`src/verilog/lddiag_pkg.sv`:
```
`default_nettype none

package lddiag_pkg;

  // Register addresses on the serial control port.
  localparam logic [7:0] ADDR_CMD      = 8'h01;
  localparam logic [7:0] ADDR_GSTAT    = 8'h02;
  localparam logic [7:0] ADDR_LSTAT    = 8'h03;
  localparam logic [7:0] ADDR_RSTAT    = 8'h04;
  localparam logic [7:0] ADDR_IND      = 8'h05;
  localparam logic [7:0] ADDR_GEN_EN   = 8'h06;
  localparam logic [7:0] ADDR_LEFT_EN  = 8'h07;
  localparam logic [7:0] ADDR_RIGHT_EN = 8'h08;

  // Reset values; every register except the indicator's type field powers up clear.
  localparam logic [7:0] REG_RESET  = 8'h00;

  // Writable positions of the mask registers.
  localparam logic [7:0] CH_WMASK   = 8'hEC;
  localparam logic [7:0] GEN_WMASK  = 8'h70;

  // Command byte fields.
  localparam int unsigned CMD_LEFT_REENABLE  = 7;
  localparam int unsigned CMD_RIGHT_REENABLE = 6;

  // Auto-retry period: 500 ms at a 200 MHz clock.
  localparam int unsigned RETRY_MS         = 500;
  localparam int unsigned CLK_MHZ          = 200;
  localparam int unsigned RETRY_CYCLES_DEF = RETRY_MS * 1000 * CLK_MHZ;
  localparam int unsigned RETRY_CNT_W      = 27;

  // One channel's detector outputs, in status-bit order.
  typedef struct packed {
    logic supply_short;
    logic ground_short;
    logic overcurrent;
    logic offset;
    logic open_load;
  } lddiag_det_t;

  // Every input that arrives from outside the clock domain.
  typedef struct packed {
    logic        diagnostic_enable;
    logic        standalone;
    logic        temp_warning;
    logic        thermal_shutdown;
    logic        overvoltage;
    lddiag_det_t left;
    lddiag_det_t right;
  } lddiag_pins_t;

  // Register access strobes as decoded from the serial interface.
  typedef struct packed {
    logic       wr;
    logic       rd;
    logic [7:0] addr;
    logic [7:0] wdata;
  } lddiag_req_t;

endpackage : lddiag_pkg

`default_nettype wire

```
`src/verilog/lddiag_top.sv`:
```
`default_nettype none

// Summary of operation
// - Right mask resets zero; bits 7,6,5,3,2 enable right detectors; bit 4 zero.
// - Detection records only with diagnostic enable and the matching mask bit set.
// - Detected faults report via status registers, summary bit and indicator pin.
// - Stand-alone mode retries faulted channels every 500 ms until fault clears.
// - Stand-alone mode pulses the fault indicator instead of holding it low.
// - Short to supply switches the channel off to high impedance, unmaskable.
// - Unmasked short to supply sets its status bit until that register is read.
// - After short shutdown the channel stays off until its re-enable bit is written or a stand-alone retry comes.
// - Short to ground switches the channel off to high impedance, unmaskable.
// - Unmasked short to ground sets its status bit; reading the register clears it.
// - Temperature warning bit clears only once cool and general status is read.
// - Thermal shutdown bit clears once cool and read; stand-alone retries it.
// - Thermal shutdown turns both channels off; each returns on its own re-enable.
// - A recorded fault sets the summary bit; in host mode it also drives the indicator low.
// - Command byte at 0x01: bit 7 re-enables left, bit 6 re-enables right.
// - Channel status at 0x03 and 0x04 with the documented bit layout, reset zero.
// - Host mode holds the indicator low while any channel status bit is high.
// - General status at 0x02: warning bit 6, shutdown bit 5, overvoltage bit 4.

module lddiag_top
  import lddiag_pkg::*;
#(
  parameter int unsigned RETRY_CYCLES = RETRY_CYCLES_DEF,
  // Device type code; the value is arbitrary.
  parameter logic [2:0]  DEVICE_TYPE  = 3'h1
)
(
  input  wire logic          sys_clk_in,
  input  wire logic          sys_rst_in,
  input  wire lddiag_pins_t  pins_in,
  input  wire lddiag_req_t   req_in,
  output logic [7:0]         rdata_out,
  output logic               rvalid_out,
  output logic               fault_n_out,
  output logic               left_highz_out,
  output logic               right_highz_out
);

  // Packs a channel's detectors into the status register layout.
  function automatic logic [7:0] ch_byte(input lddiag_det_t d);
    ch_byte = {d.supply_short, d.ground_short, d.overcurrent, 1'b0,
               d.offset, d.open_load, 2'b00};
  endfunction

  // Address compare shared by every decode below.
  function automatic logic hit(input lddiag_req_t r,
                               input logic [7:0]  a);
    hit = (r.addr == a);
  endfunction

  lddiag_pins_t             meta_ff;
  lddiag_pins_t             live_ff;
  logic [7:0]               gen_en_ff;
  logic [7:0]               left_en_ff;
  logic [7:0]               right_en_ff;
  logic [7:0]               gstat_ff;
  logic [7:0]               lstat_ff;
  logic [7:0]               rstat_ff;
  logic                     left_off_ff;
  logic                     right_off_ff;
  logic [RETRY_CNT_W-1:0]   retry_cnt_ff;
  logic                     blink_ff;
  logic [7:0]               rdata_ff;
  logic                     rvalid_ff;
  logic                     fault_n_ff;

  // The analog detectors and mode straps are asynchronous to this clock.
  always_ff @(posedge sys_clk_in)
  begin
    meta_ff <= pins_in;
    live_ff <= meta_ff;
  end

  // Register write and read decode.
  wire wr_cmd      = req_in.wr & hit(req_in, ADDR_CMD);
  wire wr_gen_en   = req_in.wr & hit(req_in, ADDR_GEN_EN);
  wire wr_left_en  = req_in.wr & hit(req_in, ADDR_LEFT_EN);
  wire wr_right_en = req_in.wr & hit(req_in, ADDR_RIGHT_EN);
  wire rd_gstat    = req_in.rd & hit(req_in, ADDR_GSTAT);
  wire rd_lstat    = req_in.rd & hit(req_in, ADDR_LSTAT);
  wire rd_rstat    = req_in.rd & hit(req_in, ADDR_RSTAT);

  // Only the defined enable positions are stored.
  wire [7:0] nxt_gen_en   = wr_gen_en ? (req_in.wdata & GEN_WMASK) : gen_en_ff;
  wire [7:0] nxt_left_en  = wr_left_en ? (req_in.wdata & CH_WMASK) : left_en_ff;
  wire [7:0] nxt_right_en = wr_right_en ? (req_in.wdata & CH_WMASK) : right_en_ff;

  // Mode qualifiers after synchronisation.
  wire diagnostics_on = live_ff.diagnostic_enable;
  wire sa_mode        = live_ff.standalone;

  // Raw detector bytes, laid out as their status registers.
  wire [7:0] left_live  = ch_byte(live_ff.left);
  wire [7:0] right_live = ch_byte(live_ff.right);
  wire [7:0] gen_live   = {1'b0, live_ff.temp_warning, live_ff.thermal_shutdown,
                           live_ff.overvoltage, 4'h0};

  // A detection is recorded only in diagnostic mode and when unmasked.
  wire [7:0] left_set  = left_live & left_en_ff & {8{diagnostics_on}};
  wire [7:0] right_set = right_live & right_en_ff & {8{diagnostics_on}};
  wire [7:0] gen_set   = gen_live & gen_en_ff & {8{diagnostics_on}};

  // Reads clear, but a detection in the same cycle wins over the clear.
  // A persisting temperature condition therefore survives every read.
  wire [7:0] nxt_lstat = left_set | (lstat_ff & ~{8{rd_lstat}});
  wire [7:0] nxt_rstat = right_set | (rstat_ff & ~{8{rd_rstat}});
  wire [7:0] nxt_gstat = gen_set | (gstat_ff & ~{8{rd_gstat}});

  // Summary of every recorded fault.
  wire any_ch_fault = (|lstat_ff) | (|rstat_ff);
  wire summary      = any_ch_fault | (|gstat_ff);

  // Unmaskable shutdown sources per channel; thermal shutdown hits both.
  wire left_kill  = live_ff.left.supply_short | live_ff.left.ground_short
                    | live_ff.thermal_shutdown;
  wire right_kill = live_ff.right.supply_short | live_ff.right.ground_short
                    | live_ff.thermal_shutdown;

  // Stand-alone retry timing runs while any fault or shutdown is present.
  wire any_live    = (|left_live) | (|right_live) | (|gen_live);
  wire retry_run   = sa_mode & (left_off_ff | right_off_ff | any_live);
  wire retry_wrap  = (retry_cnt_ff == RETRY_CNT_W'(RETRY_CYCLES - 1));
  wire auto_retry  = retry_run & retry_wrap;
  wire [RETRY_CNT_W-1:0] nxt_retry_cnt =
    (!retry_run || retry_wrap) ? '0 : retry_cnt_ff + RETRY_CNT_W'(1);

  // Re-enable requests from the host or from the retry timer.
  wire left_retry  = (wr_cmd & req_in.wdata[CMD_LEFT_REENABLE]) | auto_retry;
  wire right_retry = (wr_cmd & req_in.wdata[CMD_RIGHT_REENABLE]) | auto_retry;

  // A short or thermal shutdown still present when the retry comes keeps the channel off.
  wire nxt_left_off  = left_kill | (left_off_ff & ~left_retry);
  wire nxt_right_off = right_kill | (right_off_ff & ~right_retry);

  // The blink phase starts high so a new stand-alone fault drives the pin low at once.
  wire nxt_blink = retry_run ? (blink_ff ^ auto_retry) : 1'b1;

  // Host mode holds the pin low; stand-alone mode pulses it per period.
  wire nxt_fault_n = sa_mode ? ~(retry_run & blink_ff) : ~summary;

  // Indicator register: summary, high-impedance states, offsets, type.
  wire [7:0] ind_byte = {summary, left_off_ff, right_off_ff,
                         lstat_ff[3], rstat_ff[3], DEVICE_TYPE};

  // Read multiplexer; the command byte and unmapped addresses read zero.
  wire [7:0] rd_mux =
    hit(req_in, ADDR_GSTAT) ? gstat_ff :
    hit(req_in, ADDR_LSTAT) ? lstat_ff :
    hit(req_in, ADDR_RSTAT) ? rstat_ff :
    hit(req_in, ADDR_IND)   ? ind_byte :
    hit(req_in, ADDR_GEN_EN)   ? gen_en_ff :
    hit(req_in, ADDR_LEFT_EN)  ? left_en_ff :
    hit(req_in, ADDR_RIGHT_EN) ? right_en_ff : REG_RESET;

  // Read data holds its last value between reads.
  wire [7:0] nxt_rdata = req_in.rd ? rd_mux : rdata_ff;

  // Mask registers.
  always_ff @(posedge sys_clk_in)
  begin
    if (sys_rst_in)
    begin
      gen_en_ff   <= REG_RESET;
      left_en_ff  <= REG_RESET;
      right_en_ff <= REG_RESET;
    end
    else
    begin
      gen_en_ff   <= nxt_gen_en;
      left_en_ff  <= nxt_left_en;
      right_en_ff <= nxt_right_en;
    end
  end

  // Sticky fault status registers.
  always_ff @(posedge sys_clk_in)
  begin
    if (sys_rst_in)
    begin
      gstat_ff <= REG_RESET;
      lstat_ff <= REG_RESET;
      rstat_ff <= REG_RESET;
    end
    else
    begin
      gstat_ff <= nxt_gstat;
      lstat_ff <= nxt_lstat;
      rstat_ff <= nxt_rstat;
    end
  end

  // Channel shutdown latches.
  always_ff @(posedge sys_clk_in)
  begin
    if (sys_rst_in)
    begin
      left_off_ff  <= 1'b0;
      right_off_ff <= 1'b0;
    end
    else
    begin
      left_off_ff  <= nxt_left_off;
      right_off_ff <= nxt_right_off;
    end
  end

  // Retry timer and indicator blink phase.
  always_ff @(posedge sys_clk_in)
  begin
    if (sys_rst_in)
    begin
      retry_cnt_ff <= '0;
      blink_ff     <= 1'b1;
    end
    else
    begin
      retry_cnt_ff <= nxt_retry_cnt;
      blink_ff     <= nxt_blink;
    end
  end

  // Registered outputs toward the serial interface and the pin.
  always_ff @(posedge sys_clk_in)
  begin
    if (sys_rst_in)
    begin
      rdata_ff   <= REG_RESET;
      rvalid_ff  <= 1'b0;
      fault_n_ff <= 1'b1;
    end
    else
    begin
      rdata_ff   <= nxt_rdata;
      rvalid_ff  <= req_in.rd;
      fault_n_ff <= nxt_fault_n;
    end
  end

  assign rdata_out       = rdata_ff;
  assign rvalid_out      = rvalid_ff;
  assign fault_n_out     = fault_n_ff;
  assign left_highz_out  = left_off_ff;
  assign right_highz_out = right_off_ff;

endmodule // lddiag_top

`default_nettype wire

```
`config.mk`:
```
export PLATFORM = sky130hd
export DESIGN_NAME = lddiag_top
export DESIGN_NICKNAME = d
export VERILOG_FILES = /design/src/verilog/lddiag_pkg.sv /design/src/verilog/lddiag_top.sv
export SDC_FILE = /design/constraint.sdc
export NUM_CORES = 1
export LEC_CHECK = 0
export CORE_ASPECT_RATIO = 1.5
export CORE_MARGIN = 10
export CORE_UTILIZATION = 55
export CTS_CLUSTER_SIZE = 24
export DETAILED_ROUTE_END_ITERATION = 7
export DONT_BUFFER_PORTS = 1
export PLACE_DENSITY = 0.7
export SYNTH_ARGS = -nofsm -noshare
export SYNTH_HDL_FRONTEND = slang
export SYNTH_SLANG_ARGS = --single-unit
```
`constraint.sdc`:
```
create_clock -name sys_clk_in -period 4.1 [get_ports sys_clk_in]
set_clock_uncertainty 0.15 [all_clocks]
set_input_delay 0.205 -clock sys_clk_in [delete_from_list [all_inputs] [get_ports sys_clk_in]]
set_output_delay 0.205 -clock sys_clk_in [all_outputs]
set_load 0.005 [all_outputs]
```
==> results of run 1 <==
[through the flow]
stage / hold WS (ns) / power (mW)
after global placement: 0.08279 / 1.147
after detailed placement: 0.08278 / 1.147
after floorplan: 0.08272 / 1.146
final: 0.02160 / 2.128
after global routing: 0.04283 / 2.187
after CTS: 0.007090 / 2.141
[cell usage in the layout (no fill, tap or decap), types with 4 or more instances in the layout]
master / netlist / layout
o21ai_0: 18 / 18
nor2_1: 48 / 48
nor4_1: 6 / 6
nor3_1: 6 / 6
and4_1: 7 / 7
or3_1: 10 / 10
o31ai_1: 5 / 5
xnor2_1: 4 / 4
mux2i_1: 14 / 14
and3_1: 17 / 17
dfxtp_1: 107 / 107
nand2_1: 20 / 20
inv_1: 10 / 10
a21oi_1: 19 / 19
nand2b_1: 4 / 4
a211o_1: 4 / 4
nand4_1: 13 / 13
nand3_1: 16 / 16
a32oi_1: 15 / 15
xor2_1: 8 / 8
dlygate4sd3_1: 0 / 27
or4_1: 10 / 10
clkbuf_16: 0 / 9
nor2b_1: 7 / 7
[registers in the layout (all words and copies together), names as in the netlist]
name	count
sa_mode	1
fault_n_out	1
diagnostics_on	1
blink_ff	1
rstat_ff	8
gstat_ff	8
rdata_out	8
live_ff	5
meta_ff	15
rvalid_out	1
lstat_ff	8
left_highz_out	1
left_en_ff	5
retry_cnt_ff	27
left_live	5
gen_en_ff	3
right_en_ff	5
right_highz_out	1
gen_live	3
[worst max-delay path, cell delays in order (launching register included)]
cell     delay (ns)
dfxtp_1        0.32
or4_1          0.64
o41ai_4        0.38
a211o_1        0.76
nor2_1         0.12
[synth_stat cells, drive strengths merged (3+ instances only)]
| library cell | count |
|---|---|
| a21oi | 19 |
| nor2b | 7 |
| nor4b | 3 |
| nand4 | 14 |
| or3 | 10 |
| dfxtp | 107 |
| a31oi | 3 |
| a32oi | 15 |
| nor4bb | 3 |
| xnor2 | 4 |
| o41ai | 3 |
| a22oi | 3 |
| xor2 | 8 |
| and2 | 5 |
| clkbuf | 16 |
| nand2 | 20 |
| inv | 10 |
| nor3 | 6 |
| nor4 | 7 |
| mux2i | 14 |
| nand2b | 4 |
| and4 | 7 |
| buf | 7 |
| and3 | 17 |
| a211o | 4 |
| nor2 | 48 |
| o31ai | 5 |
| o21ai | 18 |
| or4 | 11 |
| nand3 | 16 |
| and3b | 3 |
[cell type report]
type	count	area, sq um	area share
flip-flops and latches	107	2142	0.4344
clock inverters	4	98.84	0.02005
well taps	102	127.6	0.02588
repair buffers	29	297.8	0.06039
multi-input cells	305	1988	0.4032
inverters	10	37.54	0.007612
clock buffers	10	239.0	0.04846
[what timing repair did]
item,in CTS,in global routing
hold endpoints to repair,51,0
setup buffers,0,0
hold buffers,28,0
endpoints found under the setup margin,0,0
[report_power, final]
group / switching, mW / total [mW] / internal, mW
registers: 0.0159 / 1.08 / 1.06
logic: 0.0420 / 0.0797 / 0.0377
clock network: 0.364 / 0.972 / 0.609
total: 0.421 / 2.13 / 1.71
[routing by layer]
metal,GRT usage,vias up,share of wire
li1,-,1701,-
met1,0.2047,1754,0.38
met2,0.3329,155,0.52
met3,0.05158,33,0.070
met4,0.1002,0,0.037
met5,0,-,0
[cells by family after synthesis]
group                      synth area share
DFF                                  0.5004
AOI/OAI and AO/OA                    0.1532
adders and majority gates          0.002923
muxes                               0.03800
buffers and inverters               0.03508
and+or+nand+nor                      0.2458
xor gates and xnor gates            0.02455
[how the worst max path moves through the flow]
stage / start / to / slack, ns
global route: live_ff[2] / retry_cnt_ff[11] / 1.45
detailed placement: live_ff[2] / retry_cnt_ff[11] / 1.60
floorplan: live_ff[2] / retry_cnt_ff[23] / 2.21
global placement: live_ff[2] / retry_cnt_ff[3] / 1.63
finish: live_ff[2] / retry_cnt_ff[4] / 1.56
CTS: live_ff[2] / retry_cnt_ff[11] / 1.58
==> results.json, run 1 <==
{
  "die_x_um": 92.03,
  "hold_start": "req_in[11]",
  "antenna_cells": 0,
  "min_to": "rdata_out[1]",
  "setup_tns_ns": 0,
  "rows": 39,
  "crit_arrival_ns": 2.58,
  "grt_max_degree": 33,
  "overflow": 0,
  "max_slew_margin": 0.3877,
  "cts_buffers": 9,
  "slew_violations": 0,
  "synthArstFlopShare": 0,
  "wl_per_cell_um": 20.07,
  "timing.rr.start": "live_ff[2]",
  "drc_errors": 0,
  "die_area_sq_um": 11780,
  "r2r_cells": 4,
  "viasPerCell": 6.425,
  "fin_ws_ns": 1.561,
  "dp_cells": 525,
  "grt_pass1_wl_um": 18090,
  "yosysUniqueCellTypes": 59,
  "holdPathStages": 3,
  "vias": 3643,
  "post-route-period-util": 0.6194,
  "tightest_slew_ns": 0.9185,
  "fin_nets": 498,
  "grt.total_usage": 0.1908,
  "portBuffers": 0,
  "path_clk_slew_ns": 0.07,
  "synth-seq-cells": 107,
  "cts_resized": 0,
  "p_leak_nw": 1.868,
  "yosysWarnings": 0,
  "areaGrowthSynthToFinish_pct": 15.20,
  "final_core_util": 0.6478,
  "setup_viol": 0,
  "die_h_um": 128.0,
  "critical_path_class": "flop to flop",
  "start_util": 0.5623,
  "drtIter0Drc": 279,
  "io-pin-count": 47,
  "path_max_fanout": 27,
  "outcome": "finished clean",
  "synth_top_cell_by_area": "dfxtp_1",
  "fin_cells": 567,
  "syn-cell-area_sq_um": 4280,
  "place_congestion": 0.9473,
  "avgSynthCellArea_sq_um": 9.619,
  "synth_ff_type": "dfxtp_1",
  "drtAntennaViolNets": 0,
  "crit_path_end_kind": "flop",
  "dp_worst_setup_slack_ns": 1.595,
  "hold_path_class": "primary input to flop",
  "r2r_end": "retry_cnt_ff[4]",
  "hpwl_um": 7732,
  "clk_latency_ns": 0.34,
  "synth-edff-count": 0,
  "fill_cells": 642,
  "grt_setup_unrepaired": "false",
  "cts_tree": "yes",
  "drive_above_1_share": 0.06022,
  "fin_crit_ns": 2.539,
  "cts_root_buffer": "clkbuf_16",
  "placed_area_sq_um": 4303,
  "cts.sinks": 107,
  "hold_viol": 0,
  "ys_seq_area_frac": 0.5004,
  "drt-pass1-iter-count": 6,
  "synth_top_area_share": 0.5004,
  "p_per_area_nw_per_um2": 431.5,
  "netlist_instances": 445,
  "fmax_mhz": 393.8,
  "grt_pass1_vias": 3520,
  "synth_fp_nets": 481,
  "wl_um": 11380,
  "core_area_sq_um": 7612,
  "design_area_sq_um": 4931,
  "antenna_found_initial": 0,
  "cts_buffer_depth": 2,
  "h-tree-depth": 3,
  "cp_data_required_time_ns": 4.14,
  "yosys-top-cells-area": "dfxtp_1 (50%), nor2_1 (4.2%), mux2i_1 (3.3%)",
  "vdd_drop_max_mv": 0.2983,
  "cp-start-kind": "flop",
  "drv_cap": 0,
  "rrSetupSlack_ns": 1.56
}
Power figures use the tool's default switching activity.
==> run 2, diff against run 1 <==
--- a/config.mk
+++ b/config.mk
@@ -5,6 +5,7 @@
 export SDC_FILE = /design/constraint.sdc
 export NUM_CORES = 1
 export LEC_CHECK = 0
+export ABC_AREA = 1
 export CORE_ASPECT_RATIO = 1.5
 export CORE_MARGIN = 10
 export CORE_UTILIZATION = 55
==> constraint.sdc (replaced) <==
create_clock -name sys_clk_in -period 2.62 [get_ports sys_clk_in]
set_clock_uncertainty 0.15 [all_clocks]
set_input_delay 0.131 -clock sys_clk_in [delete_from_list [all_inputs] [get_ports sys_clk_in]]
set_output_delay 0.131 -clock sys_clk_in [all_outputs]
set_load 0.005 [all_outputs]
==> run 2 against run 1 <==
  * Largest cell class unchanged
  * Die area increased by 1.4%
  * Sequential share of layout area down 0.80 points
  * Final cell count grew 23%
  * Via count grew 0.52%
  * Setup slack worse by 0.84 ns
  * Register-to-register slack worse by 0.84 ns
  * Combinational power is 34% higher
  * Worst hold slack is essentially flat
  * Power increased by 49%
  * Non-clock buffer count fell by 3
  * Maximum frequency rose by 34%
  * Critical path depth grew 8
==> results.json, run 2 <==
{
  "outcome": "finished clean",
  "critPathTopFamily": "simple AND/OR/NAND/NOR gates",
  "p_leak_nw": 1.982,
  "portBuffers": 0,
  "final_core_util": 0.6557,
  "pwr-share-clk": 0.436,
  "areaGrowthSynthToFinish_pct": 15.34,
  "place_congestion": 0.8963,
  "drv_cap": 0,
  "synth_top_cell_by_area": "dfxtp_1",
  "grt.total_usage": 0.1774,
  "grt_pass1_wl_um": 16870,
  "dr_wl_met3_um": 439,
  "wl_met1_um": 4038,
  "yosysUniqueCellTypes": 39,
  "largest_registers": "retry_cnt_ff x27, meta_ff x15",
  "hold_path_class": "primary input to flop",
  "cp-start-kind": "flop",
  "setup_tns_ns": 0,
  "synth_fp_nets": 600,
  "layout_commonest_cell": "dfxtp_1",
  "swShare": 0.2447,
  "drtIter0Drc": 167,
  "fin_crit_ns": 1.902,
  "hpwl_um": 7722,
  "cts_tree": "yes",
  "antenna_cells": 0,
  "crit_arrival_ns": 2.01,
  "synth_ff_type": "dfxtp_1",
  "cts_buffers": 9,
  "synth-edff-count": 0,
  "slew_violations": 0,
  "grt_setup_unrepaired": "false",
  "placed_area_sq_um": 4437,
  "slowest_delay_ns": 0.41,
  "critPathMostFrequentCell": "inv_2",
  "dr.max_layer_used": "met4",
  "path_clk_slew_ns": 0.07,
  "largest_register_ffs": 27,
  "netlist_top_cells_count": "dfxtp_1 (107), nand2_1 (96), inv_1 (72)",
  "synthArstFlopShare": 0,
  "max_slew_margin": 0.6864,
  "cts_root_buffer": "clkbuf_16",
  "die_area_sq_um": 11950,
  "critPathBufInv": 5,
  "die_x_um": 92.66,
  "start_util": 0.5685,
  "post-route-period-util": 0.7260,
  "grt_max_degree": 42,
  "regMostFlops": "retry_cnt_ff",
  "clk_latency_ns": 0.35,
  "p_per_area_nw_per_um2": 630.1,
  "core_area_sq_um": 7661,
  "pwr-share-seq": 0.530,
  "drtAntennaViolNets": 0,
  "crit_path_end_kind": "flop",
  "fill_cells": 697,
  "synth-seq-cells": 107,
  "p_switching_uw": 774.8,
  "syn-cell-area_sq_um": 4355,
  "regArea_sq_um": 2142,
  "antenna_found_initial": 0,
  "drc_errors": 0,
  "wl_per_cell_um": 15.02,
  "multiInputGateArea_sq_um": 1861,
  "fin_nets": 628,
  "overflow": 0,
  "path_max_fanout": 19,
  "p_total_mw": 3.166,
  "fin_ws_ns": 0.7180,
  "hold_viol": 0,
  "vdd_drop_max_mv": 0.4180,
  "grt_pass1_vias": 3612,
  "layout_common_cells": "dfxtp_1 (107), nand2_1 (96), inv_1 (72)",
  "fmax_mhz": 525.8,
  "yosys-top-cells-area": "dfxtp_1 (49%), nand2_1 (8.3%), inv_1 (6.2%)",
  "h-tree-depth": 3,
  "yosysWarnings": 0,
  "drt-pass1-iter-count": 4,
  "tightest_slew_ns": 0.4698,
  "dp_worst_setup_slack_ns": 0.7263,
  "synth_top_area_share": 0.4918,
  "die_h_um": 129.0,
  "vias": 3662,
  "critical_path_class": "flop to flop",
  "cp_data_required_time_ns": 2.73,
  "ys_seq_area_frac": 0.4918,
  "cts.sinks": 107,
  "yosysMostFrequentCell": "dfxtp_1",
  "cts_buffer_depth": 2,
  "drive_above_1_share": 0.09715,
  "setup_viol": 0,
  "p_comb_frac": 0.034,
  "met2_length_um": 5686,
  "internal_power_mw": 2.391,
  "design_area_sq_um": 5024,
  "rows": 39,
  "viasPerCell": 5.239,
  "netlist_instances": 564,
  "crit_path_cell_trace": "ha_1, nand3_2, inv_2, nand2_4, inv_2, nand4_2, nor2_2, inv_2, nand2_8, inv_4, nand3_1, inv_1",
  "wl_um": 10500,
  "critPathSlowestCell": "dfxtp_1",
  "avgSynthCellArea_sq_um": 7.722,
  "io-pin-count": 47
}
==> run 2: worst reg2reg max path: stages, from the launching register on <==
cell and delay [ns]:
dfxtp_1 0.41, ha_1 0.23, nand3_2 0.12, inv_2 0.09, nand2_4 0.07, inv_2 0.09
nand4_2 0.08, nor2_2 0.13, inv_2 0.08, nand2_8 0.16, inv_4 0.08, nand3_1 0.09
inv_1 0.04
==> run 2: power groups by stage <==
stage	combinational [mW]	sequential [mW]	clock (mW)
floorplan	0.0614	1.71	0
global placement	0.0600	1.71	0
detailed placement	0.0619	1.72	0
CTS	0.106	1.68	1.40
global route	0.117	1.68	1.45
finish	0.107	1.68	1.38
==> run 2: per-layer routing <==
metal	vias up	global-route usage
met5	-	0
met4	0	0.09290
met3	21	0.04482
met2	70	0.3267
met1	1699	0.1790
li1	1872	-
==> run 2: path summary, 6_finish.rpt <==
kind,endpoint,slack (ns),cells past startpoint,from
hold reg to reg,sa_mode,0.18,0,meta_ff[13]
hold / removal,rdata_out[0],0.02,3,req_in[16]
setup / recovery,retry_cnt_ff[22],0.72,12,retry_cnt_ff[0]
setup reg to reg,retry_cnt_ff[22],0.72,12,retry_cnt_ff[0]
==> run 2: kinds of logic after synthesis <==
kind of cell	synth area share
and+or+nand+nor	0.2996
DFF	0.4918
buffers and inverters	0.08101
AOI/OAI and AO/OA	0.09854
xor gates and xnor gates	0.02614
adders and majority gates	0.002872
==> run 2: through the flow <==
stage / std cells / hold slack (ns)
floorplan: 564 / 0.008717
global placement: 657 / 0.008792
detailed placement: 657 / 0.008779
CTS: 699 / 0.01936
global route: 699 / 0.04542
finish: 699 / 0.02173
==> run 2: layout make-up <==
type | instances | area share
clock buffer | 9 | 0.04483
clock inverter | 7 | 0.01818
inverter | 81 | 0.06102
multi-input combinational | 367 | 0.3704
sequential | 107 | 0.4264
tap | 102 | 0.02540
timing repair buffer | 26 | 0.05380
==> run 2: repair_timing <==
item,CTS,global route
hold buffers,26,0
setup buffers,0,0
gates resized for setup,0,0
endpoints found under the hold margin,82,0
